===== config.mk =====
export PLATFORM = sky130hd
export DESIGN_NAME = dcr_regs
export DESIGN_NICKNAME = d
export VERILOG_FILES = /design/src/include/dcr_pkg.sv /design/src/hw/dcr_region_decode.sv /design/src/hw/dcr_regs.sv
export SDC_FILE = /design/constraint.sdc
export NUM_CORES = 1
export LEC_CHECK = 0
export ABC_CLOCK_PERIOD_IN_PS = 2400
export BUFFER_PORTS_ARGS = -buffer_cell sky130_fd_sc_hd__clkbuf_2
export CORE_MARGIN = 8
export CORE_UTILIZATION = 45
export DETAILED_ROUTE_END_ITERATION = 8
export PLACE_DENSITY = 0.8
export SYNTH_ARGS = -nofsm -noshare
export SYNTH_HDL_FRONTEND = slang
export SYNTH_SLANG_ARGS = --single-unit

===== constraint.sdc =====
create_clock -name clock_i -period 2.4 [get_ports clock_i]
set_input_delay 0.12 -clock clock_i [delete_from_list [all_inputs] [get_ports clock_i]]
set_output_delay 0.12 -clock clock_i [all_outputs]
set_load 0.005 [all_outputs]

===== src/include/dcr_pkg.sv =====
// constants shared by the dsp subsystem configuration register bank
// assumes a 32-bit apb slave clocked by the host port interface clock
package dcr_pkg;
    // register byte offsets
    localparam logic [7:0] BOOT_CONFIGURATION_OFFSET = 8'h18;
    localparam logic [7:0] HOST_PORT_RAM_CONFIGURATION_OFFSET = 8'h1c;
    localparam logic [7:0] MISCELLANEOUS_DEBUG_OFFSET = 8'h20;
    localparam logic [7:0] ENHANCED_HOST_PORT_CONTROL_OFFSET = 8'h24;
    // field positions
    localparam int BOOT_SELECT_LSB = 0;
    localparam int BOOT_SELECT_W = 4;
    localparam int BOOT_POINTER_ONE_LSB = 4;
    localparam int BOOT_POINTER_TWO_LSB = 10;
    localparam int BOOT_POINTER_W = 6;
    localparam int EXCLUSIVE_REGION_SIZE_W = 16;
    localparam int BRANCH_INPUT_LEVEL_BIT = 8;
    localparam int CLOCK_GATING_ENABLE_BIT = 0;
    // reset values
    localparam logic [3:0] BOOT_SELECT_RESET = 4'h0;
    localparam logic [5:0] BOOT_POINTER_RESET = 6'h00;
    localparam logic [15:0] EXCLUSIVE_REGION_SIZE_RESET = 16'hffff;
    localparam logic CLOCK_GATING_ENABLE_RESET = 1'b0;
    // single access ram layout
    localparam int RAM_BLOCK_COUNT = 32;
    localparam int RAM_BLOCK_KBYTES = 2;
    localparam logic [15:0] REGION_SIZE_ALL_BLOCKS = 16'h0040;
endpackage


===== src/hw/dcr_region_decode.sv =====
// decode of the exclusive region size into a reserved-block mask
// assumes a registered size value; purely combinational
module dcr_region_decode
    import dcr_pkg::*;
#(
    parameter int BLOCKS = RAM_BLOCK_COUNT
)
(
    // size in
    input wire logic [EXCLUSIVE_REGION_SIZE_W-1:0] size_i,
    // mask out, bit n set = block n host only
    output logic [BLOCKS-1:0] reserved_o
);
    logic [EXCLUSIVE_REGION_SIZE_W-1:0] blocks_wanted;

    // two size values per block, filling up from block zero
    assign blocks_wanted = size_i >> 1;

    always_comb
    begin
        for (int n = 0; n < BLOCKS; n++)
        begin
            reserved_o[n] = (size_i >= REGION_SIZE_ALL_BLOCKS) || (blocks_wanted > 16'(n));
        end
    end
endmodule


===== src/hw/dcr_regs.sv =====
// dsp subsystem configuration register bank with host port clock gating
// assumes apb master on clock_i; requesters hold requests until serviced
//
// Contract
// RULE_01 - four-bit boot select in bits 3:0 drives dsp boot inputs, resets zero
// RULE_02 - two six-bit boot pointers in bits 15:10 and 9:4, storage only, reset zero
// RULE_03 - sixteen-bit exclusive region size, read/write, resets to all ones
// RULE_04 - sizes zero and one reserve nothing; each two more reserve next block
// RULE_05 - ram is thirty-two 2 KB blocks; reserved ones host only, others shared
// RULE_06 - size 0x0040 or more reserves all thirty-two blocks
// RULE_07 - read-only bit 8 shows branch input level, sampled each cycle, resets zero
// RULE_08 - clock gating enable in control bit 0, cleared at reset
// RULE_09 - with gating enabled, host port clock stops while no request pending; here the registered enable keeps it running one cycle longer
// RULE_10 - gated clock restarts at once on any request, request held until running
// RULE_11 - reserved bits read zero and writes to them have no effect
//
// Register access over APB is this design's own decision.
module dcr_regs
    import dcr_pkg::*;
#(
    parameter int BLOCKS = RAM_BLOCK_COUNT
)
(
    // clock and reset
    input wire logic clock_i,
    input wire logic reset_i,
    // apb slave
    input wire logic psel,
    input wire logic penable,
    input wire logic pwrite,
    input wire logic [31:0] paddr,
    input wire logic [31:0] pwdata,
    output logic [31:0] prdata,
    output logic pready,
    output logic pslverr,
    // dsp core side
    input wire logic branch_input_signal_i,
    output logic [BOOT_SELECT_W-1:0] boot_select_o,
    output logic [BLOCKS-1:0] host_only_block_o,
    // requesters of the host port
    input wire logic core_request_i,
    input wire logic dsp_dma_request_i,
    input wire logic system_dma_request_i,
    input wire logic on_chip_protocol_initiator_request_i,
    output logic host_port_clock_enable_o
);
    logic [BOOT_SELECT_W-1:0] boot_select_q, boot_select_d;
    logic [BOOT_POINTER_W-1:0] boot_pointer_one_q, boot_pointer_one_d;
    logic [BOOT_POINTER_W-1:0] boot_pointer_two_q, boot_pointer_two_d;
    logic [EXCLUSIVE_REGION_SIZE_W-1:0] exclusive_region_size_q, exclusive_region_size_d;
    logic clock_gating_enable_q, clock_gating_enable_d;
    logic [31:0] prdata_q, prdata_d;
    logic pslverr_q, pslverr_d;
    logic branch_meta_q, branch_sync_q, branch_input_level_q;
    logic branch_meta_d, branch_sync_d, branch_input_level_d;
    logic clock_enable_q, clock_enable_d;
    logic [BLOCKS-1:0] reserved_mask;
    logic [BLOCKS-1:0] host_only_q, host_only_d;
    logic setup, wr, mapped, any_request;

    // single-cycle access phase: pready answers in the first access cycle
    assign setup = psel && !penable;
    assign wr = psel && penable && pwrite;
    assign pready = 1'b1;
    assign prdata = prdata_q;
    assign pslverr = pslverr_q;

    always_comb
    begin
        case (paddr[7:0])
            BOOT_CONFIGURATION_OFFSET,
            HOST_PORT_RAM_CONFIGURATION_OFFSET,
            MISCELLANEOUS_DEBUG_OFFSET,
            ENHANCED_HOST_PORT_CONTROL_OFFSET: mapped = (paddr[31:8] == 24'h000000);
            default: mapped = 1'b0;
        endcase
    end

    // register writes; only documented fields are stored
    always_comb
    begin
        boot_select_d = boot_select_q;
        boot_pointer_one_d = boot_pointer_one_q;
        boot_pointer_two_d = boot_pointer_two_q;
        exclusive_region_size_d = exclusive_region_size_q;
        clock_gating_enable_d = clock_gating_enable_q;
        if (wr && mapped)
        begin
            case (paddr[7:0])
                BOOT_CONFIGURATION_OFFSET:
                begin
                    boot_select_d = pwdata[BOOT_SELECT_LSB +: BOOT_SELECT_W]; // [RULE_01]
                    boot_pointer_one_d = pwdata[BOOT_POINTER_ONE_LSB +: BOOT_POINTER_W]; // [RULE_02]
                    boot_pointer_two_d = pwdata[BOOT_POINTER_TWO_LSB +: BOOT_POINTER_W]; // [RULE_02]
                end
                HOST_PORT_RAM_CONFIGURATION_OFFSET:
                begin
                    exclusive_region_size_d = pwdata[EXCLUSIVE_REGION_SIZE_W-1:0]; // [RULE_03]
                end
                ENHANCED_HOST_PORT_CONTROL_OFFSET:
                begin
                    clock_gating_enable_d = pwdata[CLOCK_GATING_ENABLE_BIT]; // [RULE_08]
                end
                default:
                begin
                    // miscellaneous register holds nothing writable [RULE_11]
                end
            endcase
        end
    end

    // read data captured in the setup cycle, stands through the access phase
    always_comb
    begin
        prdata_d = prdata_q;
        pslverr_d = 1'b0;
        if (setup)
        begin
            prdata_d = 32'h00000000; // [RULE_11]
            pslverr_d = !mapped;
            case (paddr[7:0])
                BOOT_CONFIGURATION_OFFSET:
                begin
                    prdata_d[BOOT_SELECT_LSB +: BOOT_SELECT_W] = boot_select_q;
                    prdata_d[BOOT_POINTER_ONE_LSB +: BOOT_POINTER_W] = boot_pointer_one_q;
                    prdata_d[BOOT_POINTER_TWO_LSB +: BOOT_POINTER_W] = boot_pointer_two_q;
                end
                HOST_PORT_RAM_CONFIGURATION_OFFSET:
                begin
                    prdata_d[EXCLUSIVE_REGION_SIZE_W-1:0] = exclusive_region_size_q;
                end
                MISCELLANEOUS_DEBUG_OFFSET:
                begin
                    prdata_d[BRANCH_INPUT_LEVEL_BIT] = branch_input_level_q; // [RULE_07]
                end
                ENHANCED_HOST_PORT_CONTROL_OFFSET:
                begin
                    prdata_d[CLOCK_GATING_ENABLE_BIT] = clock_gating_enable_q;
                end
                default:
                begin
                    prdata_d = 32'h00000000;
                end
            endcase
            if (!mapped)
            begin
                prdata_d = 32'h00000000;
            end
        end
    end

    // requests are combined unregistered so a wake never waits a cycle
    assign any_request = core_request_i || dsp_dma_request_i || system_dma_request_i
        || on_chip_protocol_initiator_request_i;

    always_comb
    begin
        clock_enable_d = !clock_gating_enable_q || any_request; // [RULE_09]
    end

    // the registered enable lags; the request term restarts the clock immediately
    assign host_port_clock_enable_o = clock_enable_q || !clock_gating_enable_q || any_request; // [RULE_10]

    dcr_region_decode #(
        .BLOCKS(BLOCKS)
    ) u_region_decode (
        .size_i(exclusive_region_size_q),
        .reserved_o(reserved_mask) // [RULE_04] [RULE_06]
    );

    assign boot_select_o = boot_select_q; // [RULE_01]
    assign host_only_block_o = host_only_q; // [RULE_05]

    // branch input is asynchronous: two stages, then the visible sample
    always_comb
    begin
        branch_meta_d = branch_input_signal_i;
        branch_sync_d = branch_meta_q;
        branch_input_level_d = branch_sync_q; // [RULE_07]
        host_only_d = reserved_mask; // [RULE_05]
    end

    always_ff @(posedge clock_i)
    begin
        if (reset_i)
        begin
            boot_select_q <= BOOT_SELECT_RESET; // [RULE_01]
            boot_pointer_one_q <= BOOT_POINTER_RESET; // [RULE_02]
            boot_pointer_two_q <= BOOT_POINTER_RESET; // [RULE_02]
            exclusive_region_size_q <= EXCLUSIVE_REGION_SIZE_RESET; // [RULE_03]
            clock_gating_enable_q <= CLOCK_GATING_ENABLE_RESET; // [RULE_08]
        end
        else
        begin
            boot_select_q <= boot_select_d;
            boot_pointer_one_q <= boot_pointer_one_d;
            boot_pointer_two_q <= boot_pointer_two_d;
            exclusive_region_size_q <= exclusive_region_size_d;
            clock_gating_enable_q <= clock_gating_enable_d;
        end
    end

    // bus response kept apart from the configuration state it reports
    always_ff @(posedge clock_i)
    begin
        if (reset_i)
        begin
            prdata_q <= 32'h00000000;
            pslverr_q <= 1'b0;
        end
        else
        begin
            prdata_q <= prdata_d;
            pslverr_q <= pslverr_d;
        end
    end

    // stages reset low so the bit reads zero until the pin has been seen
    always_ff @(posedge clock_i)
    begin
        if (reset_i)
        begin
            branch_meta_q <= 1'b0;
            branch_sync_q <= 1'b0;
            branch_input_level_q <= 1'b0;
        end
        else
        begin
            branch_meta_q <= branch_meta_d;
            branch_sync_q <= branch_sync_d;
            branch_input_level_q <= branch_input_level_d;
        end
    end

    // enable resets high: the host port runs until software opts in to gating
    always_ff @(posedge clock_i)
    begin
        if (reset_i)
        begin
            clock_enable_q <= 1'b1;
            host_only_q <= {BLOCKS{1'b1}};
        end
        else
        begin
            clock_enable_q <= clock_enable_d;
            host_only_q <= host_only_d;
        end
    end
endmodule


## Yosys cells after proc, flatten, opt, wreduce, memory -nomap -nowiden

Cells that the tools add are included.

- Add/sub/neg operators: 0
- $mul: 0
- Div/mod/pow operators: 0
- Magnitude comparators: 33
- Equality and inequality tests: 4
- Shift operators: 0
- Mux-type cells: 6
- Bitwise operators: 1
- Reductions and logical operators: 51

Operators with widths:

| operator | count |
|---|---|
| > comparator 15 x 5 -> 1 bit, second input constant | 16 |
| > comparator 15 x 4 -> 1 bit, second input constant | 8 |
| > comparator 15 x 3 -> 1 bit, second input constant | 4 |
| logical OR 1 bit | 38 |
| > comparator 15 x 1 -> 1 bit, second input constant | 2 |
| > comparator 15 x 2 -> 1 bit, second input constant | 2 |
| one-hot mux 7 bit (2 select lines) | 2 |
| logical NOT 24 bit | 1 |
| equality test 8 x 5 -> 1 bit, second input constant | 2 |
| equality test 8 x 6 -> 1 bit, second input constant | 2 |
| greater-or-equal comparator 16 x 7 -> 1 bit, second input constant | 1 |
| two-way mux 16 bit | 1 |
| one-hot mux 1 bit (3 select lines) | 2 |
| AND reduction 2 bit | 3 |
| logical AND 1 bit | 4 |
| OR reduction 4 bit | 1 |
| logical NOT 1 bit | 3 |
| OR reduction 2 bit | 1 |
| two-way mux 1 bit | 1 |
| inverter 1 bit | 1 |

- Register bits: 102
- Bits in latches: 0
- RAM bits: 0
- ROM bits: 0
- Logic and storage cells: 107
- Memories: 0

## Depth between registers and ports, before layout

Gate-level depths: netlist (run 1).

- Depth in word-level cells: 5
- Depth in mapped cells: 8

## Cells and area by module

A second synthesis (run 1) with hierarchy kept.

- Cell total of the unflattened synthesis: 416
- Area total of the unflattened synthesis: 3,778.6 um^2

Modules (own cells, without submodules):

| module | instances | cells each | area each (um^2) | sequential area each (um^2) |
|---|---|---|---|---|
| dcr_regs | 1 | 349 | 3,400.8 | 1,721.7 |
| dcr_region_decode | 1 | 67 | 377.9 | 0.0 |

## Least setup slack after synthesis (run 1)

No wires, ideal clock.

- Kind: flip-flop to flip-flop
- Start point: reg exclusive_region_size_q[9]
- End point: reg host_only_q[2] (netlist: host_only_block_o[2])
- Arrival: 1.612 ns
- Required time: 2.286 ns
- Setup slack: 0.674 ns
- Stages on the path, launching flop included: 9
- Path buffers: 0
- Cells stage by stage: dfxtp_1 -> nor4_1 -> nand3_1 -> nor2_4 -> inv_2 -> nor2_8 -> inv_2 -> or3_4 -> a21o_1

- Cells in the longest elaborated chain, start to end: 2
- Elaborated cells on any way between the ends: 3
- Classes of those cells: order compare (2); reduce/logical (1)

Ends and longest elaborated chain:

| element | RTL line | RTL |
|---|---|---|
| start, declared | dcr_regs.sv:50 | `logic [EXCLUSIVE_REGION_SIZE_W-1:0] exclusive_region_size_q, exclusive_region_size_d;` |
| start signal, assigned | dcr_regs.sv:198 | `exclusive_region_size_q <= exclusive_region_size_d;` |
| greater-or-equal comparator 16 x 7 -> 1 bit or > comparator 15 x 2 -> 1 bit (tied branches) | dcr_region_decode.sv:23 | `reserved_o[n] = (size_i >= REGION_SIZE_ALL_BLOCKS) \|\| (blocks_wanted > 16'(n));` |
| logical OR 1 bit (*) | dcr_region_decode.sv:23 |  |
| end signal, assigned | dcr_regs.sv:241 | `host_only_q <= {BLOCKS{1'b1}};` |
| end signal, assigned | dcr_regs.sv:246 | `host_only_q <= host_only_d;` |
| end, declared | dcr_regs.sv:58 | `logic [BLOCKS-1:0] host_only_q, host_only_d;` |

Mark *: on every way between the ends. The rest lies on a longest branch, timed or not.
A chain may end at the register's enable or synchronous reset.

## Worst setup path in the final report (run 1)

Same ends and word-level chain as after synthesis.

==> summary.md, run 1 <==
| Metric | Value |
|---|---|
| Run status | finished clean |
| GR Overflow Total | 0 |
| Cell type contributing the most total cell area after synthesis | sky130_fd_sc_hd__dfxtp_1 |
| Clk_skew | 0.00831 ns |
| CTS sink count | 86 |
| Dominant combinational cell family by area after synthesis | simple AND/OR/NAND/NOR gates |
| Final number of hold-violating endpoints | 0 |
| Later-pin clock latency in the skew report | 0.35 ns |
| Net switching power | 0.619 mW |
| Setup repair after global routing missed its margin | false |
| Post-Synthesis Cells | 376 |
| Synth-to-layout area growth | 21.1% |
| Routability Congestion | between 0.8 and 0.9 |
| Initial core utilization | 0.466 |
| Cell area after technology mapping | 0.00360 mm2 |
| Design internal power | 1.88 mW |
| Total Die Area | approximately 0.011 mm2 |
| Fin Setup TNS | 0 ns |
| LEAKAGE | 1.85 nW |
| Power per Cell Area | approximately 570 mW/mm2 |
| Clock tree from TritonCTS | yes |
| Number of synthesized register bits | between 80 and 90 |
| Root buffer cell | sky130_fd_sc_hd__clkbuf_8 |
| Startpoint Class | flop |
| Maximum Capacitance Violations | 0 |
| Power share of the combinational group | 0.064 |
| First-pass detailed-route iteration total | 4 |
| Final setup viols | 0 |
| Half-perimeter wire length after detailed placement | 6630 um |
| Crit path top cell by count | sky130_fd_sc_hd__inv_2 |
| Share of the clock period used by the worst path | 0.841 |
| Mean cell area of the mapped netlist | 9.58 um2 |
| Diodes inserted | 0 |
| Max stage delay cell, worst path | sky130_fd_sc_hd__nor4_1 |
| Buf+Inv Stages, Crit Path | 2 |
| Maximum clock frequency | ~0.5 GHz |
| Most common library cell in the layout ignoring fill and taps | sky130_fd_sc_hd__clkbuf_2 |
| Number of distinct library cells after synthesis | 42 |
| Worst endpoint data arrival time | approximately 2.3 ns |
| Count of pins over their slew limit | 0 |
| Routed via count | 2888 |
| Detailed-route wire length | roughly 8600 um |
| Proportion of power drawn by flip-flops and latches | 0.572 |
| Horizontal die dimension | 105 um |
| Fraction of layout instances using a drive strength above 1 | 0.309 |
| Via count of the first global-routing pass | 2958 |
| Post-route antenna net violation count | 0 |
| Reg clk slew, reported paths | ~0.09 ns |
| Synthesis warning total | 0 |
| Hold/Removal Path Class | input pin to flop |
| DRC violations left | 0 |
| Vias per std cell | a little under 5 |
| Maximum fanout along the worst path | 8 |
| Portion of total power attributed to the clock network | 0.364 |
| Share of the synthesized area in compound gates (AO/OA/AOI/OAI) | 0.0782 |
| Number of buffers between clock root and the deepest sink | 2 |
| Mux cell area share after synthesis | 0.131 |
| Max stage delay on crit path | 0.39 ns |
| Number of H-tree levels | 3 |
| Commonest non-fill, non-tap cells in the layout | sky130_fd_sc_hd__clkbuf_2, sky130_fd_sc_hd__dfxtp_1, sky130_fd_sc_hd__mux2i_1 |
| Pin slew with the least headroom to its limit | a little under 0.6 ns |
| Category of the worst setup path capture point | flop |
| Remaining max-slew budget at the tightest pin | 0.608 |
| Wire length of the first global-routing pass | 14200 um |
| Pin count of the biggest net entering global routing | 41 |
| Min Clock Period, post-route | approximately 2.0 ns |
| Post-synthesis share of cell area spent on full adders, half adders and majority gates | 0 |
| Placeable core region | 0.00773 mm2 |
| Simple-gate share of the synthesized area | 0.240 |
| Post-CTS Setup Inserts | 0 |
| Share of the yosys chip area belonging to registers | 0.478 |
| Area share of xor/xnor cells in the synthesized design | 0 |
| Switching fraction of total power | 0.248 |
| Iteration-0 DRC Markers | 63 |
| Final Total Pwr | 2.50 mW |
| Peak supply drop | ~0.39 mV |
| Mean routed wirelength per cell | 14.6 um |
| Category of the most critical setup path | flop to flop |
| Port Buffer Count | 111 |
| Number of buffers added by the clock tree synthesis step | 9 |
| Ordered list of cells on the worst path | nor4_1 > nand3_1 > nor2_4 > inv_2 > nor2_8 > inv_2 > or3_4 > a21o_1 |
| Crit path max-delay family | simple AND/OR/NAND/NOR gates |
| Standard-cell rows | 32 |
| Total I/O pin count | 145 |
| Overall routing resource usage | 0.155 |
| Number of antenna violations at the first check in global routing | 0 |
| Proportion of netlist area held by the largest area contributor | 0.478 |
| Required time worst endpoint | 2.66 ns |
| Die height | 105 um |
| Area contributors post-synth | sky130_fd_sc_hd__dfxtp_1, sky130_fd_sc_hd__mux2i_1, sky130_fd_sc_hd__nand2b_1, sky130_fd_sc_hd__nor2_1, sky130_fd_sc_hd__buf_4 |
| NumNets Final | 558 |
==> stage by stage <==
| step | setup slack (ns) | utilization | hold WS, ns | cell area, um2 | instances |
|---|---|---|---|---|---|
| 2_1_floorplan | 0.674 | - | 0.248 | 3660 | 391 |
| 3_3_place_gp | 0.478 | 0.540 | 0.327 | 4170 | 573 |
| 3_5_place_dp | 0.407 | 0.540 | 0.339 | 4170 | 573 |
| 4_1_cts | 0.378 | 0.564 | 0.00744 | 4360 | 591 |
| 5_1_grt | 0.268 | 0.564 | 0.00581 | 4360 | 591 |
| 6_report | 0.383 | 0.564 | 0.0170 | 4360 | 591 |
==> per-layer routing <==
metal / wire, um / track usage / vias up
met4: 125 / 0.0612 / 0
met3: 552 / 0.0499 / 10
li1: - / - / 1453
met2: 4430 / 0.281 / 82
met1: 3510 / 0.162 / 1343
met5: 0 / 0 / -
==> cell type report <==
| cell class | instances | area (um2) |
|---|---|---|
| fillers | 711 | 3370 |
| inverters | 8 | 30.0 |
| repair buffers | 120 | 628 |
| clock inverters | 7 | 47.5 |
| multi-input cells | 259 | 1680 |
| clock buffers | 9 | 124 |
| well taps | 102 | 128 |
| flip-flops and latches | 86 | 1720 |
==> registers in the layout, summed over array words and instances, names as in the netlist, 4 cells and up <==
name	cells
boot_pointer_one_q	6
boot_pointer_two_q	6
boot_select_o	4
exclusive_region_size_q	16
host_only_block_o	32
prdata	16
==> cell families (layout without fill, tap and decap cells) <==
group,Yosys count,count (layout)
buffers and inverters,46,144
multiplexers,47,47
flip-flops,86,86
AO/OA/AOI/OAI,49,49
other,2,17
AND/OR/NAND/NOR,146,146
==> tightest hold or removal path: stages <==
cell and delay, ns:
sky130_fd_sc_hd__clkbuf_2 0.09, sky130_fd_sc_hd__nand2b_1 0.06, sky130_fd_sc_hd__mux2i_1 0.06
==> power by group through the flow <==
stage | sequential (mW) | combinational (mW) | clock (mW)
2_1_floorplan | 1.46 | 0.0986 | 0
3_3_place_gp | 1.46 | 0.152 | 0
3_5_place_dp | 1.46 | 0.156 | 0
4_1_cts | 1.43 | 0.159 | 0.936
5_1_grt | 1.43 | 0.174 | 1.01
6_report | 1.43 | 0.159 | 0.911
==> worst paths after layout <==
path	start	cells past startpoint	slack, ns	endpoint
setup reg to reg	exclusive_region_size_q[9]$_SDFFE_PP1P_	8	0.38	host_only_block_o[2]$_SDFF_PP1_
hold reg to reg	branch_input_level_d$_SDFF_PP0_	1	0.44	branch_input_level_q$_SDFF_PP0_
hold / removal	pwdata[1]	3	0.02	boot_select_o[1]$_SDFFE_PP0P_
setup / recovery	exclusive_region_size_q[9]$_SDFFE_PP1P_	8	0.38	host_only_block_o[2]$_SDFF_PP1_
==> synthesized netlist by cell type, drive strengths merged <==
cell and count:
or3 2, o41a 1, nand2b 36, nand3 7, inv 8, conb 2, and3b 1, nor3b 1
buf 22, a21o 1, nor3 4, a21boi 1, a31o 1, clkbuf 16, and2 1, o21ai 33
mux2i 47, nand4 3, dfxtp 86, a22o 2, nor2 40, nor4 13, nand2 33, nand3b 2
a31oi 1, a21oi 6, a32o 2, a22oi 1, nor2b 3
==> what timing repair did <==
action / 4_1_cts / 5_1_grt
endpoints found under the setup margin: 0 / 0
gates resized for setup: 0 / 0
hold buffers: 2 / 0
hold endpoints to repair: 2 / 0
No activity file was read; power rests on OpenSTA's default activity.
==> run 2: changes to the inputs <==
--- a/config.mk
+++ b/config.mk
@@ -5,7 +5,7 @@
 export SDC_FILE = /design/constraint.sdc
 export NUM_CORES = 1
 export LEC_CHECK = 0
-export ABC_CLOCK_PERIOD_IN_PS = 2400
+export ABC_CLOCK_PERIOD_IN_PS = 2000
 export BUFFER_PORTS_ARGS = -buffer_cell sky130_fd_sc_hd__clkbuf_2
 export CORE_MARGIN = 8
 export CORE_UTILIZATION = 45
==> constraint.sdc (replaced) <==
create_clock -name clock_i -period 2 [get_ports clock_i]
set_input_delay 0.1 -clock clock_i [delete_from_list [all_inputs] [get_ports clock_i]]
set_output_delay 0.1 -clock clock_i [all_outputs]
set_load 0.005 [all_outputs]
==> summary.md, run 2 (synthesis results as in run 1) <==
| Metric | Value |
|---|---|
| Run status | finished clean (unchanged) |
| Detailed-route wire length | 8790 um (was 8620 um) |
| DRC violations left | 0 (unchanged) |
| Fin Setup TNS | 0 ns (unchanged) |
| Met1 track utilization from global routing | 0.167 (was 0.162) |
| Hold/Removal Path Class | input pin to flop (unchanged) |
| Most common library cell in the layout ignoring fill and taps | sky130_fd_sc_hd__clkbuf_2 (unchanged) |
| Placeable core region | 0.00773 mm2 (unchanged) |
| Routing usage on met2 | 0.285 (was 0.281) |
| Design internal power | 2.39 mW (was 1.88 mW) |
| Synth-to-layout area growth | 24.6% (was 21.1%) |
| NumNets Final | 567 (was 558) |
| Iteration-0 DRC Markers | 89 (was 63) |
| Number of flip-flops in the largest register | 32 (unchanged) |
| Via count of the first global-routing pass | 2908 (was 2958) |
| Routed via count | 2917 (was 2888) |
| Remaining max-slew budget at the tightest pin | 0.584 (was 0.608) |
| Pin count of the biggest net entering global routing | 44 (was 41) |
| Final number of hold-violating endpoints | 0 (unchanged) |
| Maximum clock frequency | 0.536 GHz (was 0.496 GHz) |
| Net switching power | 0.712 mW (was 0.619 mW) |
| Maximum fanout along the worst path | 8 (unchanged) |
| Sink of the worst hold path | boot_pointer_one_q[1]$_SDFFE_PP0P_ (was boot_select_o[1]$_SDFFE_PP0P_) |
| Share of the clock period used by the worst path | 0.934 (was 0.841) |
| Proportion of power drawn by flip-flops and latches | 0.552 (was 0.572) |
| Reg-to-reg endpoint | host_only_block_o[2]$_SDFF_PP1_ (unchanged) |
| Number of antenna violations at the first check in global routing | 0 (unchanged) |
| Reg clk slew, reported paths | 0.09 ns (about the same) |
| Power per Cell Area | 691 mW/mm2 (was 573 mW/mm2) |
| LEAKAGE | 1.90 nW (was 1.85 nW) |
| Routability Congestion | 0.825 (was 0.826) |
| Mean routed wirelength per cell | 14.7 um (was 14.6 um) |
| Worst endpoint data arrival time | 2.12 ns (was 2.28 ns) |
| GR Overflow Total | 0 (unchanged) |
| CTS sink count | 86 (unchanged) |
| Horizontal die dimension | 105 um (unchanged) |
| Clock tree from TritonCTS | yes (unchanged) |
| Switching fraction of total power | 0.230 (was 0.248) |
| Count of pins over their slew limit | 0 (unchanged) |
| Fillcell total | 691 (was 711) |
| Pin slew with the least headroom to its limit | 0.624 ns (was 0.588 ns) |
| Hold Crit Depth | 3 (unchanged) |
| Min Clock Period, post-route | 1.87 ns (was 2.02 ns) |
| Number of H-tree levels | 3 (unchanged) |
| Global Route met3 Usage | 0.0609 (was 0.0499) |
| Fraction of layout instances using a drive strength above 1 | 0.310 (was 0.309) |
| Depth of the most critical reg-to-reg path | 8 (unchanged) |
| Later-pin clock latency in the skew report | 0.35 ns (about the same) |
| Setup repair after global routing missed its margin | false (unchanged) |
| Peak supply drop | 0.478 mV (was 0.390 mV) |
| FF+latch area | 0.00172 mm2 (unchanged) |
| Wire length of the first global-routing pass | 14300 um (was 14200 um) |
| Startpoint Class | flop (unchanged) |
| Clk_skew | 0.00980 ns (was 0.00831 ns) |
| Post-route antenna net violation count | 0 (unchanged) |
| Portion of total power attributed to the clock network | 0.381 (was 0.364) |
| Number of buffers between clock root and the deepest sink | 2 (unchanged) |
| Required time worst endpoint | 2.25 ns (was 2.66 ns) |
| Maximum Capacitance Violations | 0 (unchanged) |
| Category of the worst setup path capture point | flop (unchanged) |
| Die height | 105 um (unchanged) |
| Number of buffers added by the clock tree synthesis step | 9 (unchanged) |
| Total I/O pin count | 145 (unchanged) |
| Category of the most critical setup path | flop to flop (unchanged) |
| Overall routing resource usage | 0.158 (was 0.155) |
| Standard-cell rows | 32 (unchanged) |
| Diodes inserted | 0 (unchanged) |
| Total area of multi-input combinational cells | 0.00169 mm2 (was 0.00168 mm2) |
| Reg2reg start | exclusive_region_size_q[9]$_SDFFE_PP1P_ (unchanged) |
| Core Util, Final | 0.581 (was 0.564) |
| First-pass detailed-route iteration total | 4 (unchanged) |
| Vias per std cell | 4.87 (was 4.89) |
| Commonest non-fill, non-tap cells in the layout | sky130_fd_sc_hd__clkbuf_2, sky130_fd_sc_hd__dfxtp_1, sky130_fd_sc_hd__mux2i_1 (unchanged) |
| Launch instance of the worst min-delay path | pwdata[5] (was pwdata[1]) |
| Initial core utilization | 0.466 (unchanged) |
| Power share of the combinational group | 0.066 (was 0.064) |
| Total Die Area | 0.0111 mm2 (unchanged) |
| Layer carrying the most global-route usage | met2 (unchanged) |
| Root buffer cell | sky130_fd_sc_hd__clkbuf_8 (unchanged) |
| Port Buffer Count | 111 (unchanged) |
| Final setup viols | 0 (unchanged) |
| Half-perimeter wire length after detailed placement | 6820 um (was 6630 um) |
| Worst-case register-to-register setup slack | 0.13 ns (was 0.38 ns) |
-- run 2: cell type report --
cell class / instances / area share
clock inverter: 6 / 0.0153
inverter: 8 / 0.00669
multi-input combinational: 259 / 0.377
sequential: 86 / 0.384
tap: 102 / 0.0284
timing repair buffer: 129 / 0.162
clock buffer: 9 / 0.0276
-- run 2: metrics by stage --
stage | setup slack (ns) | total power, mW | hold WS (ns) | std cells | cell area [um2]
after floorplan | 0.274 | 1.87 | 0.228 | 391 | 3660
after global placement | 0.157 | 1.94 | 0.307 | 575 | 4200
after detailed placement | 0.0422 | 1.94 | 0.319 | 575 | 4200
after CTS | 0.0556 | 3.13 | 0.000426 | 598 | 4470
after global routing | 0.0179 | 3.25 | 0.00884 | 599 | 4490
final | 0.133 | 3.10 | 0.0163 | 599 | 4490
-- run 2: power by group through the flow --
stage | sequential (mW) | clock [mW] | combinational, mW
5_1_grt | 1.71 | 1.31 | 0.224
4_1_cts | 1.71 | 1.21 | 0.204
2_1_floorplan | 1.75 | 0 | 0.118
3_5_place_dp | 1.75 | 0 | 0.190
3_3_place_gp | 1.75 | 0 | 0.184
6_report | 1.71 | 1.18 | 0.206
-- run 2: what timing repair did --
item	CTS	global route
setup buffers	0	0
resized for setup	0	2
hold buffers	8	1
hold endpoints to repair	8	1
endpoints found under the setup margin	0	4
-- run 2: routing by layer --
layer	vias to the layer above	part of all wire
li1	1477	-
met1	1350	0.39
met2	76	0.53
met3	14	0.068
met4	0	0.014
met5	-	0
-- run 2: critical path: stages, from the launching register on --
cell                      delay [ns]
sky130_fd_sc_hd__dfxtp_1        0.34
sky130_fd_sc_hd__nor4_2         0.33
sky130_fd_sc_hd__nand3_1        0.21
sky130_fd_sc_hd__nor2_4         0.13
sky130_fd_sc_hd__inv_2          0.08
sky130_fd_sc_hd__nor2_8         0.13
sky130_fd_sc_hd__inv_2          0.06
sky130_fd_sc_hd__or3_4          0.33
sky130_fd_sc_hd__a21o_1         0.16
-- run 2: worst max-delay path by stage --
stage                                             startpoint                         endpoint  slack (ns)  cells past startpoint
global route        exclusive_region_size_q[12]$_SDFFE_PP1P_  host_only_block_o[2]$_SDFF_PP1_        0.02                      8
global placement     exclusive_region_size_q[9]$_SDFFE_PP1P_  host_only_block_o[2]$_SDFF_PP1_        0.16                      8
floorplan            exclusive_region_size_q[9]$_SDFFE_PP1P_  host_only_block_o[2]$_SDFF_PP1_        0.27                      8
CTS                  exclusive_region_size_q[9]$_SDFFE_PP1P_  host_only_block_o[2]$_SDFF_PP1_        0.06                      8
detailed placement                                 paddr[23]           prdata[5]$_SDFFE_PP0P_        0.04                      5
finish               exclusive_region_size_q[9]$_SDFFE_PP1P_  host_only_block_o[2]$_SDFF_PP1_        0.13                      8
==> run 3: changes to the inputs <==
==> constraint.sdc (replaced) <==
create_clock -name clock_i -period 2 [get_ports clock_i]
set_input_delay 0.2 -clock clock_i [delete_from_list [all_inputs] [get_ports clock_i]]
set_output_delay 0.2 -clock clock_i [all_outputs]
set_load 0.005 [all_outputs]
==> summary.md, run 3 (synthesis results as in run 1) <==
| Metric | Value |
|---|---|
| Routed via count | 2896 (was 2917) |
| Number of buffers between clock root and the deepest sink | 2 (unchanged) |
| Crit path max-delay family | simple AND/OR/NAND/NOR gates (unchanged) |
| Maximum Capacitance Violations | 0 (unchanged) |
| Number of buffers added by the clock tree synthesis step | 9 (unchanged) |
| Category of the most critical setup path | flop to flop (unchanged) |
| Maximum clock frequency | 0.546 GHz (was 0.536 GHz) |
| Diodes inserted | 0 (unchanged) |
| LEAKAGE | 1.90 nW (about the same) |
| Peak supply drop | 0.348 mV (was 0.478 mV) |
| Vias per std cell | 4.89 (was 4.87) |
| Core Util, Final | 0.579 (was 0.581) |
| Post-CTS Setup Inserts | 0 (unchanged) |
| Mean routed wirelength per cell | 14.8 um (was 14.7 um) |
| Reg clk slew, reported paths | 0.09 ns (about the same) |
| CTS sink count | 86 (unchanged) |
| Uppermost metal layer occupied by signal nets | met4 (unchanged) |
| Sum of met3 wire segment lengths after detailed routing | 552 um (was 598 um) |
| Power per Cell Area | 775 mW/mm2 (was 691 mW/mm2) |
| Clk_skew | 0.00838 ns (was 0.00980 ns) |
| Root buffer cell | sky130_fd_sc_hd__clkbuf_8 (unchanged) |
| Die height | 105 um (unchanged) |
| Ordered list of cells on the worst path | nor4_2 > nand3_1 > nor2_4 > inv_2 > nor2_8 > inv_2 > or3_4 > a21o_1 (unchanged) |
| FF+latch area | 0.00172 mm2 (unchanged) |
| Run status | finished clean (unchanged) |
| Half-perimeter wire length after detailed placement | 6760 um (was 6820 um) |
| Final setup viols | 0 (unchanged) |
| Maximum fanout along the worst path | 8 (unchanged) |
| Routability Congestion | 0.815 (was 0.825) |
| Number of antenna violations at the first check in global routing | 0 (unchanged) |
| Min Clock Period, post-route | 1.83 ns (was 1.87 ns) |
| Met2 routed WL | 4560 um (was 4650 um) |
| Crit path top cell by count | sky130_fd_sc_hd__inv_2 (unchanged) |
| First-pass detailed-route iteration total | 4 (unchanged) |
| Pin count of the biggest net entering global routing | 38 (was 44) |
| Share of the clock period used by the worst path | 0.915 (was 0.934) |
| Resize count post-CTS | 0 (unchanged) |
| Post-route antenna net violation count | 0 (unchanged) |
| Iteration-0 DRC Markers | 85 (was 89) |
| Initial core utilization | 0.466 (unchanged) |
| Worst endpoint data arrival time | 2.08 ns (was 2.12 ns) |
| Max stage delay on crit path | 0.34 ns (about the same) |
| Fin Setup TNS | 0 ns (unchanged) |
| Clock tree from TritonCTS | yes (unchanged) |
| Setup repair after global routing missed its margin | false (unchanged) |
| Overall routing resource usage | 0.156 (was 0.158) |
| CTS hold repair buffers | 0 (was 8) |
| Commonest non-fill, non-tap cells in the layout | sky130_fd_sc_hd__clkbuf_2, sky130_fd_sc_hd__dfxtp_1, sky130_fd_sc_hd__mux2i_1 (unchanged) |
| Horizontal die dimension | 105 um (unchanged) |
| DRC violations left | 0 (unchanged) |
| Port Buffer Count | 111 (unchanged) |
| GR Overflow Total | 0 (unchanged) |
| Max stage delay cell, worst path | sky130_fd_sc_hd__dfxtp_1 (unchanged) |
| Hold/Removal Path Class | input pin to flop (unchanged) |
| Number of flip-flops in the largest register | 32 (unchanged) |
| Later-pin clock latency in the skew report | 0.35 ns (about the same) |
| Final number of hold-violating endpoints | 0 (unchanged) |
| Total I/O pin count | 145 (unchanged) |
| Startpoint Class | flop (unchanged) |
| M1 wire length | 3500 um (was 3420 um) |
| Most common library cell in the layout ignoring fill and taps | sky130_fd_sc_hd__clkbuf_2 (unchanged) |
| Required time worst endpoint | 2.25 ns (about the same) |
| Standard-cell rows | 32 (unchanged) |
| Synth-to-layout area growth | 24.3% (was 24.6%) |
| NumNets Final | 560 (was 567) |
| Total Die Area | 0.0111 mm2 (unchanged) |
| Fillcell total | 673 (was 691) |
| Fraction of layout instances using a drive strength above 1 | 0.316 (was 0.310) |
| Count of pins over their slew limit | 0 (unchanged) |
| Via count of the first global-routing pass | 3011 (was 2908) |
| Total area of multi-input combinational cells | 0.00169 mm2 (about the same) |
| Buf+Inv Stages, Crit Path | 2 (unchanged) |
| Pin slew with the least headroom to its limit | 0.545 ns (was 0.624 ns) |
| Remaining max-slew budget at the tightest pin | 0.636 (was 0.584) |
| Wire length of the first global-routing pass | 14300 um (about the same) |
| Number of H-tree levels | 3 (unchanged) |
| Category of the worst setup path capture point | flop (unchanged) |
| Detailed-route wire length | 8770 um (was 8790 um) |
| Placeable core region | 0.00773 mm2 (unchanged) |
[run 3: worst paths after layout]
kind | startpoint | endpoint | slack, ns | cells after the start
max | exclusive_region_size_q[9]$_SDFFE_PP1P_ | host_only_block_o[2]$_SDFF_PP1_ | 0.17 | 8
min | branch_input_signal_i | branch_meta_q$_SDFF_PP0_ | 0.06 | 2
max reg2reg | exclusive_region_size_q[9]$_SDFFE_PP1P_ | host_only_block_o[2]$_SDFF_PP1_ | 0.17 | 8
min reg2reg | branch_meta_q$_SDFF_PP0_ | branch_input_level_d$_SDFF_PP0_ | 0.44 | 1
[run 3: where the power goes]
part	internal (mW)	total [mW]	switching [mW]
logic	0.0875	0.190	0.103
registers	1.71	1.71	0.000657
clock network	0.952	1.56	0.613
[run 3: through the flow]
stage / area (um2) / setup slack, ns / power (mW) / hold WS [ns] / cells
after floorplan: 3660 / 0.274 / 1.87 / 0.328 / 391
after global placement: 4210 / 0.145 / 1.94 / 0.408 / 577
after detailed placement: 4210 / 0.114 / 1.94 / 0.418 / 577
after CTS: 4470 / 0.0886 / 3.49 / 0.0491 / 592
after global routing: 4480 / 0.00631 / 3.60 / 0.0738 / 592
final: 4480 / 0.170 / 3.47 / 0.0644 / 592
[run 3: metal layers]
layer  vias to the layer above  GRT usage
met2                        76      0.291
met1                      1359      0.156
met5                         -          0
met4                         0     0.0550
li1                       1447          -
met3                        14     0.0560
[run 3: worst register-to-register path, delay by kind of cell (launching register included)]
family | cells | cell delay (ns)
buffers and inverters | 2 | 0.15
DFF | 1 | 0.34
AOI/OAI and AO/OA | 1 | 0.16
and+or+nand+nor | 5 | 1.09
[run 3: cell type report]
cell class,instances,share of cell area
Tap cell,102,0.0285
Clock buffer,9,0.0277
Timing Repair Buffer,122,0.145
Sequential cell,86,0.385
Clock inverter,6,0.0299
Inverter,8,0.00671
Multi-Input combinational cell,259,0.377
